### src/hw/relay_defs.svh
// constants, register map and field layout of the safety relay sequencer
// assumes: included by bare name by the package, the sequencer module and the bench
// Notes on behaviour
// - with the aux supply, reset loop and autoreset link strapped together the outputs come on as soon as inputs are met.
// - in pressure-mat mode the outputs may only come on while both mat channels are closed.
// - in pressure-mat mode a loaded mat or a short to the zero-volt return drops both output pairs and flashes the power lamp.
// - contactor test contacts sit in the reset loop and no start happens unless that loop is closed.
// - there are four normally-open outputs, two direct and two delayable, plus one normally-closed output following the direct pair.
// - the first indicator shows that the input conditions are met, whatever the reset state.
// - the second indicator is on only while both direct outputs are on.
// - the third indicator is on only while both delayed outputs are on.
// - three straps pick the delay, 0/0.5/1.0/1.5 s in the short variant and 0/1/2/3 s in the long one.
// - on a stop the delayed pair stays on for the chosen delay and then drops.
// - manual reset starts only after the reset input is seen closing and then opening again.
// - a new reset is taken only while all four outputs are confirmed off.
// - when inputs drop the direct pair drops at once and the delayed pair at once or after the delay.
// - after a trip both input channels must be seen open before a reset is taken.
`ifndef RELAY_DEFS_SVH
`define RELAY_DEFS_SVH

// timing
`define CLK_HZ 25000000
`define MS_PER_S 1000
`define CLK_PER_MS (`CLK_HZ / `MS_PER_S)
`define RESET_MIN_MS 100
`define DELAY_STEP_SHORT_MS 500
`define DELAY_STEP_LONG_MS 1000
`define FLASH_HALF_MS 250
`define MS_W 12

// register byte offsets
`define OFS_CTRL 4'h0
`define OFS_STATUS 4'h4
`define OFS_IRQ_STAT 4'h8
`define OFS_IRQ_MASK 4'hC

// control fields
`define CTRL_RESET 4'h0
`define CTRL_LONG_BIT 0
`define CTRL_MODE_LSB 1
`define CTRL_MODE_MSB 3

// input modes
`define MODE_SINGLE 3'h0
`define MODE_DUAL_NO 3'h1
`define MODE_NO_NC 3'h2
`define MODE_ZERO_V 3'h3
`define MODE_MAT 3'h4

// interrupt bits
`define IRQ_W 4
`define IRQ_START 0
`define IRQ_TRIP 1
`define IRQ_MAT 2
`define IRQ_REJECT 3
`define IRQ_RESET 4'h0

// axi responses
`define RESP_OKAY 2'h0
`define RESP_SLVERR 2'h2

`endif

### src/hw/relay_pkg.sv
// types shared by the safety relay sequencer modules
// assumes: relay_defs.svh is on the include path
`include "relay_defs.svh"

package relay_pkg;
   typedef enum logic [1:0] {ST_IDLE, ST_PRESS, ST_RUN, ST_STOP} seq_state_t;
   typedef logic [`MS_W-1:0] ms_t;
endpackage

### src/hw/pin_sync.sv
// two-flop synchroniser for a vector of field inputs
// assumes: each bit is an independent slow level
`timescale 1ns/10ps

module pin_sync #(
   parameter int W = 1
) (
   input wire logic aclk, // system clock
   input wire logic aresetn, // sync reset, active low
   input wire logic [W-1:0] d, // asynchronous levels
   output logic [W-1:0] q // synchronised levels
);
   logic [W-1:0] meta_reg;
   logic [W-1:0] q_reg;

   // first flop feeds only the second
   always_ff @(posedge aclk) begin
      if (!aresetn) begin
         meta_reg <= '0;
         q_reg <= '0;
      end else begin
         meta_reg <= d;
         q_reg <= meta_reg;
      end
   end

   assign q = q_reg;
endmodule

### src/hw/ms_timer.sv
// millisecond down-counter for the delayed output pair
// assumes: ms_tick is a one-cycle pulse once per millisecond
`timescale 1ns/10ps

module ms_timer (
   input wire logic aclk, // system clock
   input wire logic aresetn, // sync reset, active low
   input wire logic ms_tick, // one pulse per ms
   input wire logic load, // start a new delay
   input wire relay_pkg::ms_t load_ms, // delay length in ms
   output logic busy // delay still running
);
   import relay_pkg::*;

   ms_t cnt_reg;
   ms_t cnt_next;

   // load wins over counting
   always_comb begin
      cnt_next = cnt_reg;
      if (load) begin
         cnt_next = load_ms;
      end else if (ms_tick && cnt_reg != '0) begin
         cnt_next = cnt_reg - ms_t'(1);
      end
   end

   // register the count
   always_ff @(posedge aclk) begin
      if (!aresetn) begin
         cnt_reg <= '0;
      end else begin
         cnt_reg <= cnt_next;
      end
   end

   assign busy = (cnt_reg != '0);
endmodule

### src/hw/safety_relay_sequencer.sv
// sequencing logic of a safety relay with an axi4-lite register slave
// assumes: all field pins are asynchronous levels, high means contact closed
//
// Design decisions made here: the address map and the AXI4-Lite register port.
`timescale 1ns/10ps
`include "relay_defs.svh"

module safety_relay_sequencer #(
   parameter int CLK_PER_MS = `CLK_PER_MS
) (
   input wire logic aclk, // system clock, 25 MHz
   input wire logic aresetn, // sync reset, active low
   input wire logic positive_channel_a, // channel a, closed high
   input wire logic positive_channel_b, // channel b, closed high
   input wire logic inverted_channel, // nc channel, closed high
   input wire logic zero_volt_channel, // channel from 0 V, closed high
   input wire logic mat_short_sense, // short across channel a and return
   input wire logic reset_loop_input, // reset and test-contact loop
   input wire logic autoreset_link_input, // autoreset strap
   input wire logic delay_select_a, // delay strap a
   input wire logic delay_select_b, // delay strap b
   input wire logic delay_select_c, // delay strap c
   input wire logic [3:0] relay_off_fb, // high when relay confirmed off
   output logic [1:0] direct_out, // direct no pair
   output logic [1:0] delayed_out, // delayable no pair
   output logic nc_info_out, // nc contact of direct pair
   output logic inputs_ok_indicator, // inputs satisfied
   output logic direct_pair_on_indicator, // both direct on
   output logic delayed_pair_on_indicator, // both delayed on
   output logic power_led_out, // power lamp, flashes on mat fault
   output logic irq, // level interrupt
   input wire logic [3:0] s_axi_awaddr, // write address
   input wire logic s_axi_awvalid, // write address valid
   output logic s_axi_awready, // write address ready
   input wire logic [31:0] s_axi_wdata, // write data
   input wire logic [3:0] s_axi_wstrb, // write strobes
   input wire logic s_axi_wvalid, // write data valid
   output logic s_axi_wready, // write data ready
   output logic [1:0] s_axi_bresp, // write response
   output logic s_axi_bvalid, // write response valid
   input wire logic s_axi_bready, // write response ready
   input wire logic [3:0] s_axi_araddr, // read address
   input wire logic s_axi_arvalid, // read address valid
   output logic s_axi_arready, // read address ready
   output logic [31:0] s_axi_rdata, // read data
   output logic [1:0] s_axi_rresp, // read response
   output logic s_axi_rvalid, // read data valid
   input wire logic s_axi_rready // read data ready
);
   import relay_pkg::*;

   // synchronised pins
   logic [13:0] pins_s;
   logic ch_a, ch_b, ch_inv, ch_zv, short_s, loop_ok, auto_sel, sel_a, sel_b, sel_c;
   logic all_off;

   pin_sync #(.W(14)) u_sync (
      .aclk(aclk),
      .aresetn(aresetn),
      .d({relay_off_fb, delay_select_c, delay_select_b, delay_select_a,
          autoreset_link_input, reset_loop_input, mat_short_sense,
          zero_volt_channel, inverted_channel, positive_channel_b,
          positive_channel_a}),
      .q(pins_s)
   );

   assign ch_a = pins_s[0];
   assign ch_b = pins_s[1];
   assign ch_inv = pins_s[2];
   assign ch_zv = pins_s[3];
   assign short_s = pins_s[4];
   assign loop_ok = pins_s[5];
   assign auto_sel = pins_s[6];
   assign sel_a = pins_s[7];
   assign sel_b = pins_s[8];
   assign sel_c = pins_s[9];
   // every relay must read released before a start
   assign all_off = &pins_s[13:10];

   // registers
   logic [3:0] ctrl_reg, ctrl_next;
   logic [`IRQ_W-1:0] irq_stat_reg, irq_stat_next, irq_mask_reg, irq_mask_next;
   logic [2:0] mode;
   assign mode = ctrl_reg[`CTRL_MODE_MSB:`CTRL_MODE_LSB];

   // millisecond tick and lamp flash from the single clock
   logic [15:0] div_reg, div_next;
   logic [7:0] flash_cnt_reg, flash_cnt_next;
   logic flash_reg, flash_next, ms_tick;
   assign ms_tick = (div_reg == 16'(CLK_PER_MS - 1));

   always_comb begin
      div_next = ms_tick ? 16'h0000 : div_reg + 16'h0001;
      flash_cnt_next = flash_cnt_reg;
      flash_next = flash_reg;
      if (ms_tick) begin
         if (flash_cnt_reg == 8'(`FLASH_HALF_MS - 1)) begin
            flash_cnt_next = 8'h00;
            flash_next = ~flash_reg;
         end else begin
            flash_cnt_next = flash_cnt_reg + 8'h01;
         end
      end
   end

   // input evaluation per mode
   logic inputs_ok, chan_open, mat_fault;
   always_comb begin
      mat_fault = 1'b0;
      case (mode)
         `MODE_DUAL_NO: begin
            inputs_ok = ch_a & ch_b;
            chan_open = ~ch_a & ~ch_b;
         end
         `MODE_NO_NC: begin
            inputs_ok = ch_a & ~ch_inv;
            chan_open = ~ch_a & ch_inv;
         end
         `MODE_ZERO_V: begin
            inputs_ok = ch_a & ch_zv;
            chan_open = ~ch_a & ~ch_zv;
         end
         `MODE_MAT: begin
            inputs_ok = ch_a & ch_zv & ~short_s;
            chan_open = ~ch_a & ~ch_zv;
            mat_fault = ~inputs_ok;
         end
         default: begin
            inputs_ok = ch_a;
            chan_open = ~ch_a;
         end
      endcase
   end

   // sequencer state
   seq_state_t state_reg, state_next;
   logic [6:0] press_reg, press_next;
   logic loop_prev_reg, open_seen_reg, open_seen_next;
   ms_t delay_ms_reg, delay_ms_next;
   logic timer_load, timer_busy, start_ok, ev_start, ev_trip, ev_reject;
   assign start_ok = inputs_ok & open_seen_reg & all_off;

   ms_timer u_timer (
      .aclk(aclk),
      .aresetn(aresetn),
      .ms_tick(ms_tick),
      .load(timer_load),
      .load_ms(delay_ms_reg),
      .busy(timer_busy)
   );

   // next state and strap sampling
   always_comb begin
      state_next = state_reg;
      press_next = press_reg;
      delay_ms_next = delay_ms_reg;
      timer_load = 1'b0;
      ev_start = 1'b0;
      ev_trip = 1'b0;
      ev_reject = 1'b0;
      case (state_reg)
         ST_IDLE: begin
            // straps read only while outputs are off
            if (sel_a) begin
               delay_ms_next = ctrl_reg[`CTRL_LONG_BIT] ? ms_t'(`DELAY_STEP_LONG_MS)
                  : ms_t'(`DELAY_STEP_SHORT_MS);
            end else if (sel_b) begin
               delay_ms_next = ctrl_reg[`CTRL_LONG_BIT] ? ms_t'(2 * `DELAY_STEP_LONG_MS)
                  : ms_t'(2 * `DELAY_STEP_SHORT_MS);
            end else if (sel_c) begin
               delay_ms_next = ctrl_reg[`CTRL_LONG_BIT] ? ms_t'(3 * `DELAY_STEP_LONG_MS)
                  : ms_t'(3 * `DELAY_STEP_SHORT_MS);
            end else begin
               delay_ms_next = '0;
            end
            if (auto_sel) begin
               if (start_ok && loop_ok) begin
                  state_next = ST_RUN;
                  ev_start = 1'b1;
               end
            end else if (loop_ok && !loop_prev_reg) begin
               state_next = ST_PRESS;
               press_next = 7'h00;
            end
         end
         ST_PRESS: begin
            if (ms_tick && press_reg != 7'(`RESET_MIN_MS)) begin
               press_next = press_reg + 7'h01;
            end
            if (auto_sel) begin
               state_next = ST_IDLE;
            end else if (!loop_ok) begin
               if (press_reg == 7'(`RESET_MIN_MS) && start_ok) begin
                  state_next = ST_RUN;
                  ev_start = 1'b1;
               end else begin
                  state_next = ST_IDLE;
                  ev_reject = 1'b1;
               end
            end
         end
         ST_RUN: begin
            if (!inputs_ok) begin
               ev_trip = 1'b1;
               if (mat_fault || delay_ms_reg == '0) begin
                  state_next = ST_IDLE;
               end else begin
                  state_next = ST_STOP;
                  timer_load = 1'b1;
               end
            end
         end
         ST_STOP: begin
            if (!timer_busy) begin
               state_next = ST_IDLE;
            end
         end
         default: begin
            state_next = ST_IDLE;
         end
      endcase
      open_seen_next = (state_next == ST_RUN) ? 1'b0 : (open_seen_reg | chan_open);
   end

   // output and indicator next values
   logic [1:0] direct_next, delayed_next;
   assign direct_next = (state_next == ST_RUN) ? 2'h3 : 2'h0;
   assign delayed_next = (state_next == ST_RUN || state_next == ST_STOP) ? 2'h3 : 2'h0;

   // axi4-lite slave state
   logic aw_pend_reg, aw_pend_next, w_pend_reg, w_pend_next;
   logic [3:0] awaddr_reg, awaddr_next;
   logic [31:0] wdata_reg, wdata_next;
   logic wstrb0_reg, wstrb0_next;
   logic bvalid_reg, bvalid_next, rvalid_reg, rvalid_next;
   logic [1:0] bresp_reg, bresp_next, rresp_reg, rresp_next;
   logic [31:0] rdata_reg, rdata_next, status_word;
   logic do_write, mat_prev_reg;
   logic [`IRQ_W-1:0] events, w1c;

   assign s_axi_awready = ~aw_pend_reg & ~bvalid_reg;
   assign s_axi_wready = ~w_pend_reg & ~bvalid_reg;
   assign s_axi_arready = ~rvalid_reg;
   assign do_write = aw_pend_reg & w_pend_reg & ~bvalid_reg;

   assign status_word = {10'h000, delay_ms_reg, 1'b0, state_reg, loop_ok, auto_sel,
                         mat_fault, open_seen_reg, delayed_out[0], direct_out[0],
                         inputs_ok_indicator};

   assign events = {ev_reject, mat_fault & ~mat_prev_reg, ev_trip, ev_start};

   // bus next values, writes and sticky flags
   always_comb begin
      aw_pend_next = aw_pend_reg;
      w_pend_next = w_pend_reg;
      awaddr_next = awaddr_reg;
      wdata_next = wdata_reg;
      wstrb0_next = wstrb0_reg;
      bvalid_next = bvalid_reg;
      bresp_next = bresp_reg;
      rvalid_next = rvalid_reg;
      rresp_next = rresp_reg;
      rdata_next = rdata_reg;
      ctrl_next = ctrl_reg;
      irq_mask_next = irq_mask_reg;
      w1c = '0;
      if (s_axi_awvalid && s_axi_awready) begin
         aw_pend_next = 1'b1;
         awaddr_next = s_axi_awaddr;
      end
      if (s_axi_wvalid && s_axi_wready) begin
         w_pend_next = 1'b1;
         wdata_next = s_axi_wdata;
         wstrb0_next = s_axi_wstrb[0];
      end
      if (do_write) begin
         aw_pend_next = 1'b0;
         w_pend_next = 1'b0;
         bvalid_next = 1'b1;
         bresp_next = `RESP_OKAY;
         case (awaddr_reg)
            `OFS_CTRL: if (wstrb0_reg) ctrl_next = wdata_reg[3:0];
            `OFS_STATUS: bresp_next = `RESP_OKAY;
            `OFS_IRQ_STAT: if (wstrb0_reg) w1c = wdata_reg[`IRQ_W-1:0];
            `OFS_IRQ_MASK: if (wstrb0_reg) irq_mask_next = wdata_reg[`IRQ_W-1:0];
            default: bresp_next = `RESP_SLVERR;
         endcase
      end else if (bvalid_reg && s_axi_bready) begin
         bvalid_next = 1'b0;
      end
      if (s_axi_arvalid && s_axi_arready) begin
         rvalid_next = 1'b1;
         rresp_next = `RESP_OKAY;
         case (s_axi_araddr)
            `OFS_CTRL: rdata_next = {28'h0000000, ctrl_reg};
            `OFS_STATUS: rdata_next = status_word;
            `OFS_IRQ_STAT: rdata_next = {28'h0000000, irq_stat_reg};
            `OFS_IRQ_MASK: rdata_next = {28'h0000000, irq_mask_reg};
            default: begin
               rdata_next = 32'h00000000;
               rresp_next = `RESP_SLVERR;
            end
         endcase
      end else if (rvalid_reg && s_axi_rready) begin
         rvalid_next = 1'b0;
      end
      // a new event wins over a clear in the same cycle
      irq_stat_next = (irq_stat_reg & ~w1c) | events;
   end

   // register everything
   always_ff @(posedge aclk) begin
      if (!aresetn) begin
         state_reg <= ST_IDLE;
         press_reg <= 7'h00;
         loop_prev_reg <= 1'b1;
         open_seen_reg <= 1'b0;
         delay_ms_reg <= '0;
         div_reg <= 16'h0000;
         flash_cnt_reg <= 8'h00;
         flash_reg <= 1'b0;
         mat_prev_reg <= 1'b0;
         direct_out <= 2'h0;
         delayed_out <= 2'h0;
         nc_info_out <= 1'b1;
         inputs_ok_indicator <= 1'b0;
         direct_pair_on_indicator <= 1'b0;
         delayed_pair_on_indicator <= 1'b0;
         power_led_out <= 1'b1;
         irq <= 1'b0;
         ctrl_reg <= `CTRL_RESET;
         irq_stat_reg <= `IRQ_RESET;
         irq_mask_reg <= `IRQ_RESET;
         aw_pend_reg <= 1'b0;
         w_pend_reg <= 1'b0;
         awaddr_reg <= 4'h0;
         wdata_reg <= 32'h00000000;
         wstrb0_reg <= 1'b0;
         bvalid_reg <= 1'b0;
         bresp_reg <= `RESP_OKAY;
         rvalid_reg <= 1'b0;
         rresp_reg <= `RESP_OKAY;
         rdata_reg <= 32'h00000000;
      end else begin
         state_reg <= state_next;
         press_reg <= press_next;
         loop_prev_reg <= loop_ok;
         open_seen_reg <= open_seen_next;
         delay_ms_reg <= delay_ms_next;
         div_reg <= div_next;
         flash_cnt_reg <= flash_cnt_next;
         flash_reg <= flash_next;
         mat_prev_reg <= mat_fault;
         direct_out <= direct_next;
         delayed_out <= delayed_next;
         nc_info_out <= ~&direct_next;
         inputs_ok_indicator <= inputs_ok;
         direct_pair_on_indicator <= &direct_next;
         delayed_pair_on_indicator <= &delayed_next;
         power_led_out <= mat_fault ? flash_reg : 1'b1;
         irq <= |(irq_stat_next & irq_mask_next);
         ctrl_reg <= ctrl_next;
         irq_stat_reg <= irq_stat_next;
         irq_mask_reg <= irq_mask_next;
         aw_pend_reg <= aw_pend_next;
         w_pend_reg <= w_pend_next;
         awaddr_reg <= awaddr_next;
         wdata_reg <= wdata_next;
         wstrb0_reg <= wstrb0_next;
         bvalid_reg <= bvalid_next;
         bresp_reg <= bresp_next;
         rvalid_reg <= rvalid_next;
         rresp_reg <= rresp_next;
         rdata_reg <= rdata_next;
      end
   end

   assign s_axi_bvalid = bvalid_reg;
   assign s_axi_bresp = bresp_reg;
   assign s_axi_rvalid = rvalid_reg;
   assign s_axi_rresp = rresp_reg;
   assign s_axi_rdata = rdata_reg;

   // automatic reset starts the outputs one edge after the conditions
   property p_auto_start;
      @(posedge aclk) disable iff (!aresetn)
      (state_reg == ST_IDLE && auto_sel && start_ok && loop_ok) |=> (direct_out == 2'h3);
   endproperty
   a_auto_start: assert property (p_auto_start) else $error("auto start missed");

   // a mat fault clears both output pairs at once
   property p_mat_drop;
      @(posedge aclk) disable iff (!aresetn)
      (state_reg == ST_RUN && mat_fault) |=> (direct_out == 2'h0 && delayed_out == 2'h0);
   endproperty
   a_mat_drop: assert property (p_mat_drop) else $error("mat fault kept outputs");

   // open reset loop blocks a start
   property p_loop_needed;
      @(posedge aclk) disable iff (!aresetn)
      (state_reg != ST_RUN && !loop_ok && !$past(loop_ok)) |=> (state_reg != ST_RUN);
   endproperty
   a_loop_needed: assert property (p_loop_needed) else $error("start with open loop");

   // pair indicators follow the outputs
   property p_ind_pairs;
      @(posedge aclk) disable iff (!aresetn)
      (direct_pair_on_indicator == (direct_out == 2'h3))
         && (delayed_pair_on_indicator == (delayed_out == 2'h3)) && (nc_info_out == !direct_out[0]);
   endproperty
   a_ind_pairs: assert property (p_ind_pairs) else $error("indicator mismatch");

   // delayed pair held while direct pair is off
   property p_delay_hold;
      @(posedge aclk) disable iff (!aresetn)
      (state_reg == ST_RUN && !inputs_ok && !mat_fault && delay_ms_reg != '0)
         |=> (direct_out == 2'h0 && delayed_out == 2'h3) [*2];
   endproperty
   a_delay_hold: assert property (p_delay_hold) else $error("delay hold lost");

   // a press shorter than the minimum is refused
   property p_short_press;
      @(posedge aclk) disable iff (!aresetn)
      (state_reg == ST_PRESS && !loop_ok && !auto_sel && press_reg < 7'(`RESET_MIN_MS))
         |=> (state_reg == ST_IDLE && direct_out == 2'h0);
   endproperty
   a_short_press: assert property (p_short_press) else $error("short press started");

   // direct pair drops one edge after the inputs
   property p_direct_drop;
      @(posedge aclk) disable iff (!aresetn)
      (state_reg == ST_RUN && !inputs_ok) |=> (direct_out == 2'h0);
   endproperty
   a_direct_drop: assert property (p_direct_drop) else $error("direct pair held");

   // no start unless relays confirmed off and channels seen open
   property p_start_guard;
      @(posedge aclk) disable iff (!aresetn)
      (state_reg != ST_RUN && (!all_off || !open_seen_reg)) |=> (state_reg != ST_RUN);
   endproperty
   a_start_guard: assert property (p_start_guard) else $error("start without guard");

   // strap value frozen while outputs are on
   property p_strap_hold;
      @(posedge aclk) disable iff (!aresetn)
      (state_reg == ST_RUN || state_reg == ST_STOP) |=> $stable(delay_ms_reg);
   endproperty
   a_strap_hold: assert property (p_strap_hold) else $error("straps resampled");
endmodule

### config.mk
export PLATFORM = sky130hd
export DESIGN_NAME = safety_relay_sequencer
export DESIGN_NICKNAME = d
export VERILOG_FILES = /design/src/hw/relay_pkg.sv /design/src/hw/pin_sync.sv /design/src/hw/ms_timer.sv /design/src/hw/safety_relay_sequencer.sv
export VERILOG_INCLUDE_DIRS = /design/src /design/src/hw
export SDC_FILE = /design/constraint.sdc
export NUM_CORES = 1
export LEC_CHECK = 0
export BUFFER_PORTS_ARGS = -buffer_cell sky130_fd_sc_hd__buf_2
export CORE_MARGIN = 3
export CORE_UTILIZATION = 40
export DETAILED_ROUTE_END_ITERATION = 12
export RECOVER_POWER = 50
export SYNTH_ARGS = -nofsm -noshare
export SYNTH_HDL_FRONTEND = slang
export SYNTH_SLANG_ARGS = --single-unit
### constraint.sdc
create_clock -name aclk -period 2.91 [get_ports aclk]
set_clock_uncertainty 0.1 [all_clocks]
set_input_delay 0.1455 -clock aclk [delete_from_list [all_inputs] [get_ports aclk]]
set_output_delay 0.1455 -clock aclk [all_outputs]
set_load 0.05 [all_outputs]
==> impl_metrics.csv <==
group,metric,value,unit
place,dp_slack,0.244,ns
timing,fin_crit_sh,91.8,%
drt,dr.pass1.iters,4,
drt,drc,0,
critical_path,path_depth,8,
clock_network,cts_max_path_buffers,2,
timing,slew_viol_final,0,
critical_path,critPathMaxStageDelay,0.55,ns
floorplanning,num_rows,42,
critical_path,cp_num_buf_inv,1,
finish,mostFrequentLayoutCell,"dfxtp_1",
clock_network,cts_resized,0,
global_routing,grt_pass1_vias,4135,
critical_path,start_kind,"flip-flop",
floorplanning,core,13600,um2
min_path,holdCritStartpoint,"s_axi_araddr[0]",
place,placement.io_buffers,69,
finish,syn_to_final_growth,22.4,%
global_routing,grt_overflow,0,
finish,num_antenna_cells,0,
synth,ys_types,65,
min_path,hold_path_class,"in -> reg",
timing,fmax,0.374,GHz
critical_path,r2r_start,"div_reg[0]",
floorplanning,initial_core_util,41.9,%
synth,yosysWarnings,0,
timing,fin_tns_setup,0,ns
global_routing,antenna_found_initial,0,
place,hpwl,8530,um
clock_network,cts_tree,"done",
floorplanning,die_w,125,um
timing,hold_viol,0,
floorplanning,die_area,15700,um2
critical_path,slowest_stage,"or4bb_1",
clock_network,clk_pin_slew,0.06,ns
synth,synth.avg_cell_area,9.11,um2
timing,setup_viol,0,
finish,final_cells,895,
critical_path,crit_required,3.13,ns
place,dpl-instance-area,6080,um2
power_and_ir_drop,total_power,4.60,mW
global_routing,grt_max_degree,32,
critical_path,path_max_fanout,13,
synth,synthFlopType,"dfxtp_1",
clock_network,clock_sinks,136,
finish,drive_above_1_share,12.1,%
power_and_ir_drop,p_leak,2.70,nW
power_and_ir_drop,p_per_area,661,nW/um2
clock_network,cts_max_level,4,
finish,largest_reg_flops,18,
critical_path,reg2reg_slack,0.24,ns
floorplanning,fp.dieH,125,um
min_path,min_to,"s_axi_rresp[1]",
finish,mostFrequentLayoutCells,"136 x dfxtp_1, 100 x nor2_1, 37 x clkbuf_1, 35 x buf_2, 32 x nand2_1",
critical_path,crit_type,"reg -> reg",
critical_path,arrival,2.89,ns
synth,ys_ff_latch,136,
status,status,"completed",
clock_network,clock_latency,0.42,ns
clock_network,cts_buffers,17,
clock_network,post_cts_buffers,0,
critical_path,end_kind,"flip-flop",
timing,worstMarginPinSlew,0.924,ns
drt,vias,4455,
synth,async_flop_share,0,%
place,place_inst,838,
timing,rsz0062_at_grt,"no",
global_routing,track_usage,16.0,%
drt,antenna_left,0,
floorplanning,io_pins,116,
synth,synthCells,623,
flow_run,maxCapViolCount,0,
critical_path,reg2reg_to,"u_timer.cnt_reg[5]",
global_routing,grt_pass1_wl,20400,um
min_path,min_path_cells,4,
critical_path,cp_top_family,"simple AND/OR/NAND/NOR gates",
place,globalplace.congestion,0.869,
drt,drt-initial-drc-count,217,
clock_network,root_buffer,"clkbuf_16",
synth,netlist_area,5680,um2
drt,routed_wl,12400,um
power_and_ir_drop,ir_drop,365,uV
finish,design_area,6950,um2
finish,fin_nets,779,
drt,wl_per_cell,13.8,um
synth,ys_seq_area_share,48.0,%
synth,synth_edf_count,0,
timing,period_needed,2.67,ns
critical_path,r2r_cells,8,
timing,maxSlewHeadroom,38.4,%
critical_path,crit_chain,"ha_1 -> or4bb_1 -> nor4_4 -> buf_4 -> and2_1 -> nand3_1 -> xor2_1 -> a211oi_1",
clock_network,hold_buffers,27,
timing,fin_ws,0.239,ns
drt,viasPerCell,4.98,
final cells by class:
cell class	instances	area, um2
clock inverter	10	191
multi-input combinational	433	2670
clock buffer	20	467
fill	1283	6610
inverter	15	56.3
timing repair buffer	105	627
tap	176	220
sequential	136	2720
routing by layer:
layer  share of wire, %  up-vias  track usage, %  wire length, um
li1                   -     2278               -                -
met1                 48     2055            21.4             5960
met2                 45      105            24.9             5620
met3                5.0       17            4.35              619
met4                1.5        0            6.31              187
met5                  0        -               0                0
how the worst max path moves through the flow:
stage / start / end / slack [ns]
final: div_reg[0] / u_timer.cnt_reg[5] / 0.24
after global routing: div_reg[0] / u_timer.cnt_reg[5] / 0.06
after CTS: div_reg[0] / u_timer.cnt_reg[5] / 0.24
after detailed placement: div_reg[0] / u_timer.cnt_reg[11] / 0.24
after global placement: div_reg[0] / u_timer.cnt_reg[11] / 0.26
after floorplan: s_axi_rvalid / s_axi_rdata[18] / 0.31
cell usage after synthesis (all sizes together), types with 19 or more instances:
master,count,area [um2]
a22oi,19,143
nor2,100,375
dfxtp,136,2720
xor2,24,210
mux2i,19,190
a21oi,30,150
nand2,33,131
nand3,19,100
and2,38,238
clkbuf,29,109
buf,24,175
kinds of logic (layout without fill, tap and decap cells):
family | count (synthesis) | after routing | share of synthesized area [%]
and+or+nand+nor | 264 | 264 | 24.0
DFF | 136 | 136 | 48.0
AOI/OAI and AO/OA | 93 | 93 | 10.7
buffers and inverters | 68 | 150 | 5.99
xor gates and xnor gates | 31 | 31 | 4.78
muxes | 24 | 24 | 5.13
adders and majority gates | 6 | 6 | 1.32
other | 1 | 15 | 0.0660
power breakdown:
| part | internal, mW | switching [mW] |
|---|---|---|
| Combinational | 0.0987 | 0.176 |
| Clock | 1.59 | 0.790 |
| Sequential | 1.91 | 0.0370 |
metrics by stage:
step | hold slack (ns) | util, %
2_1_floorplan | 0.145 | -
3_3_place_gp | 0.235 | 44.8
3_5_place_dp | 0.242 | 44.8
4_1_cts | 0.0340 | 51.7
5_1_grt | 0.147 | 51.3
6_report | 0.0835 | 51.3
worst min-delay path, cell delays in order:
cell	delay [ns]
buf_2	0.07
nor3_1	0.04
clkbuf_1	0.16
nor3_1	0.14
Note: power is estimated with default switching activity, not from simulation.
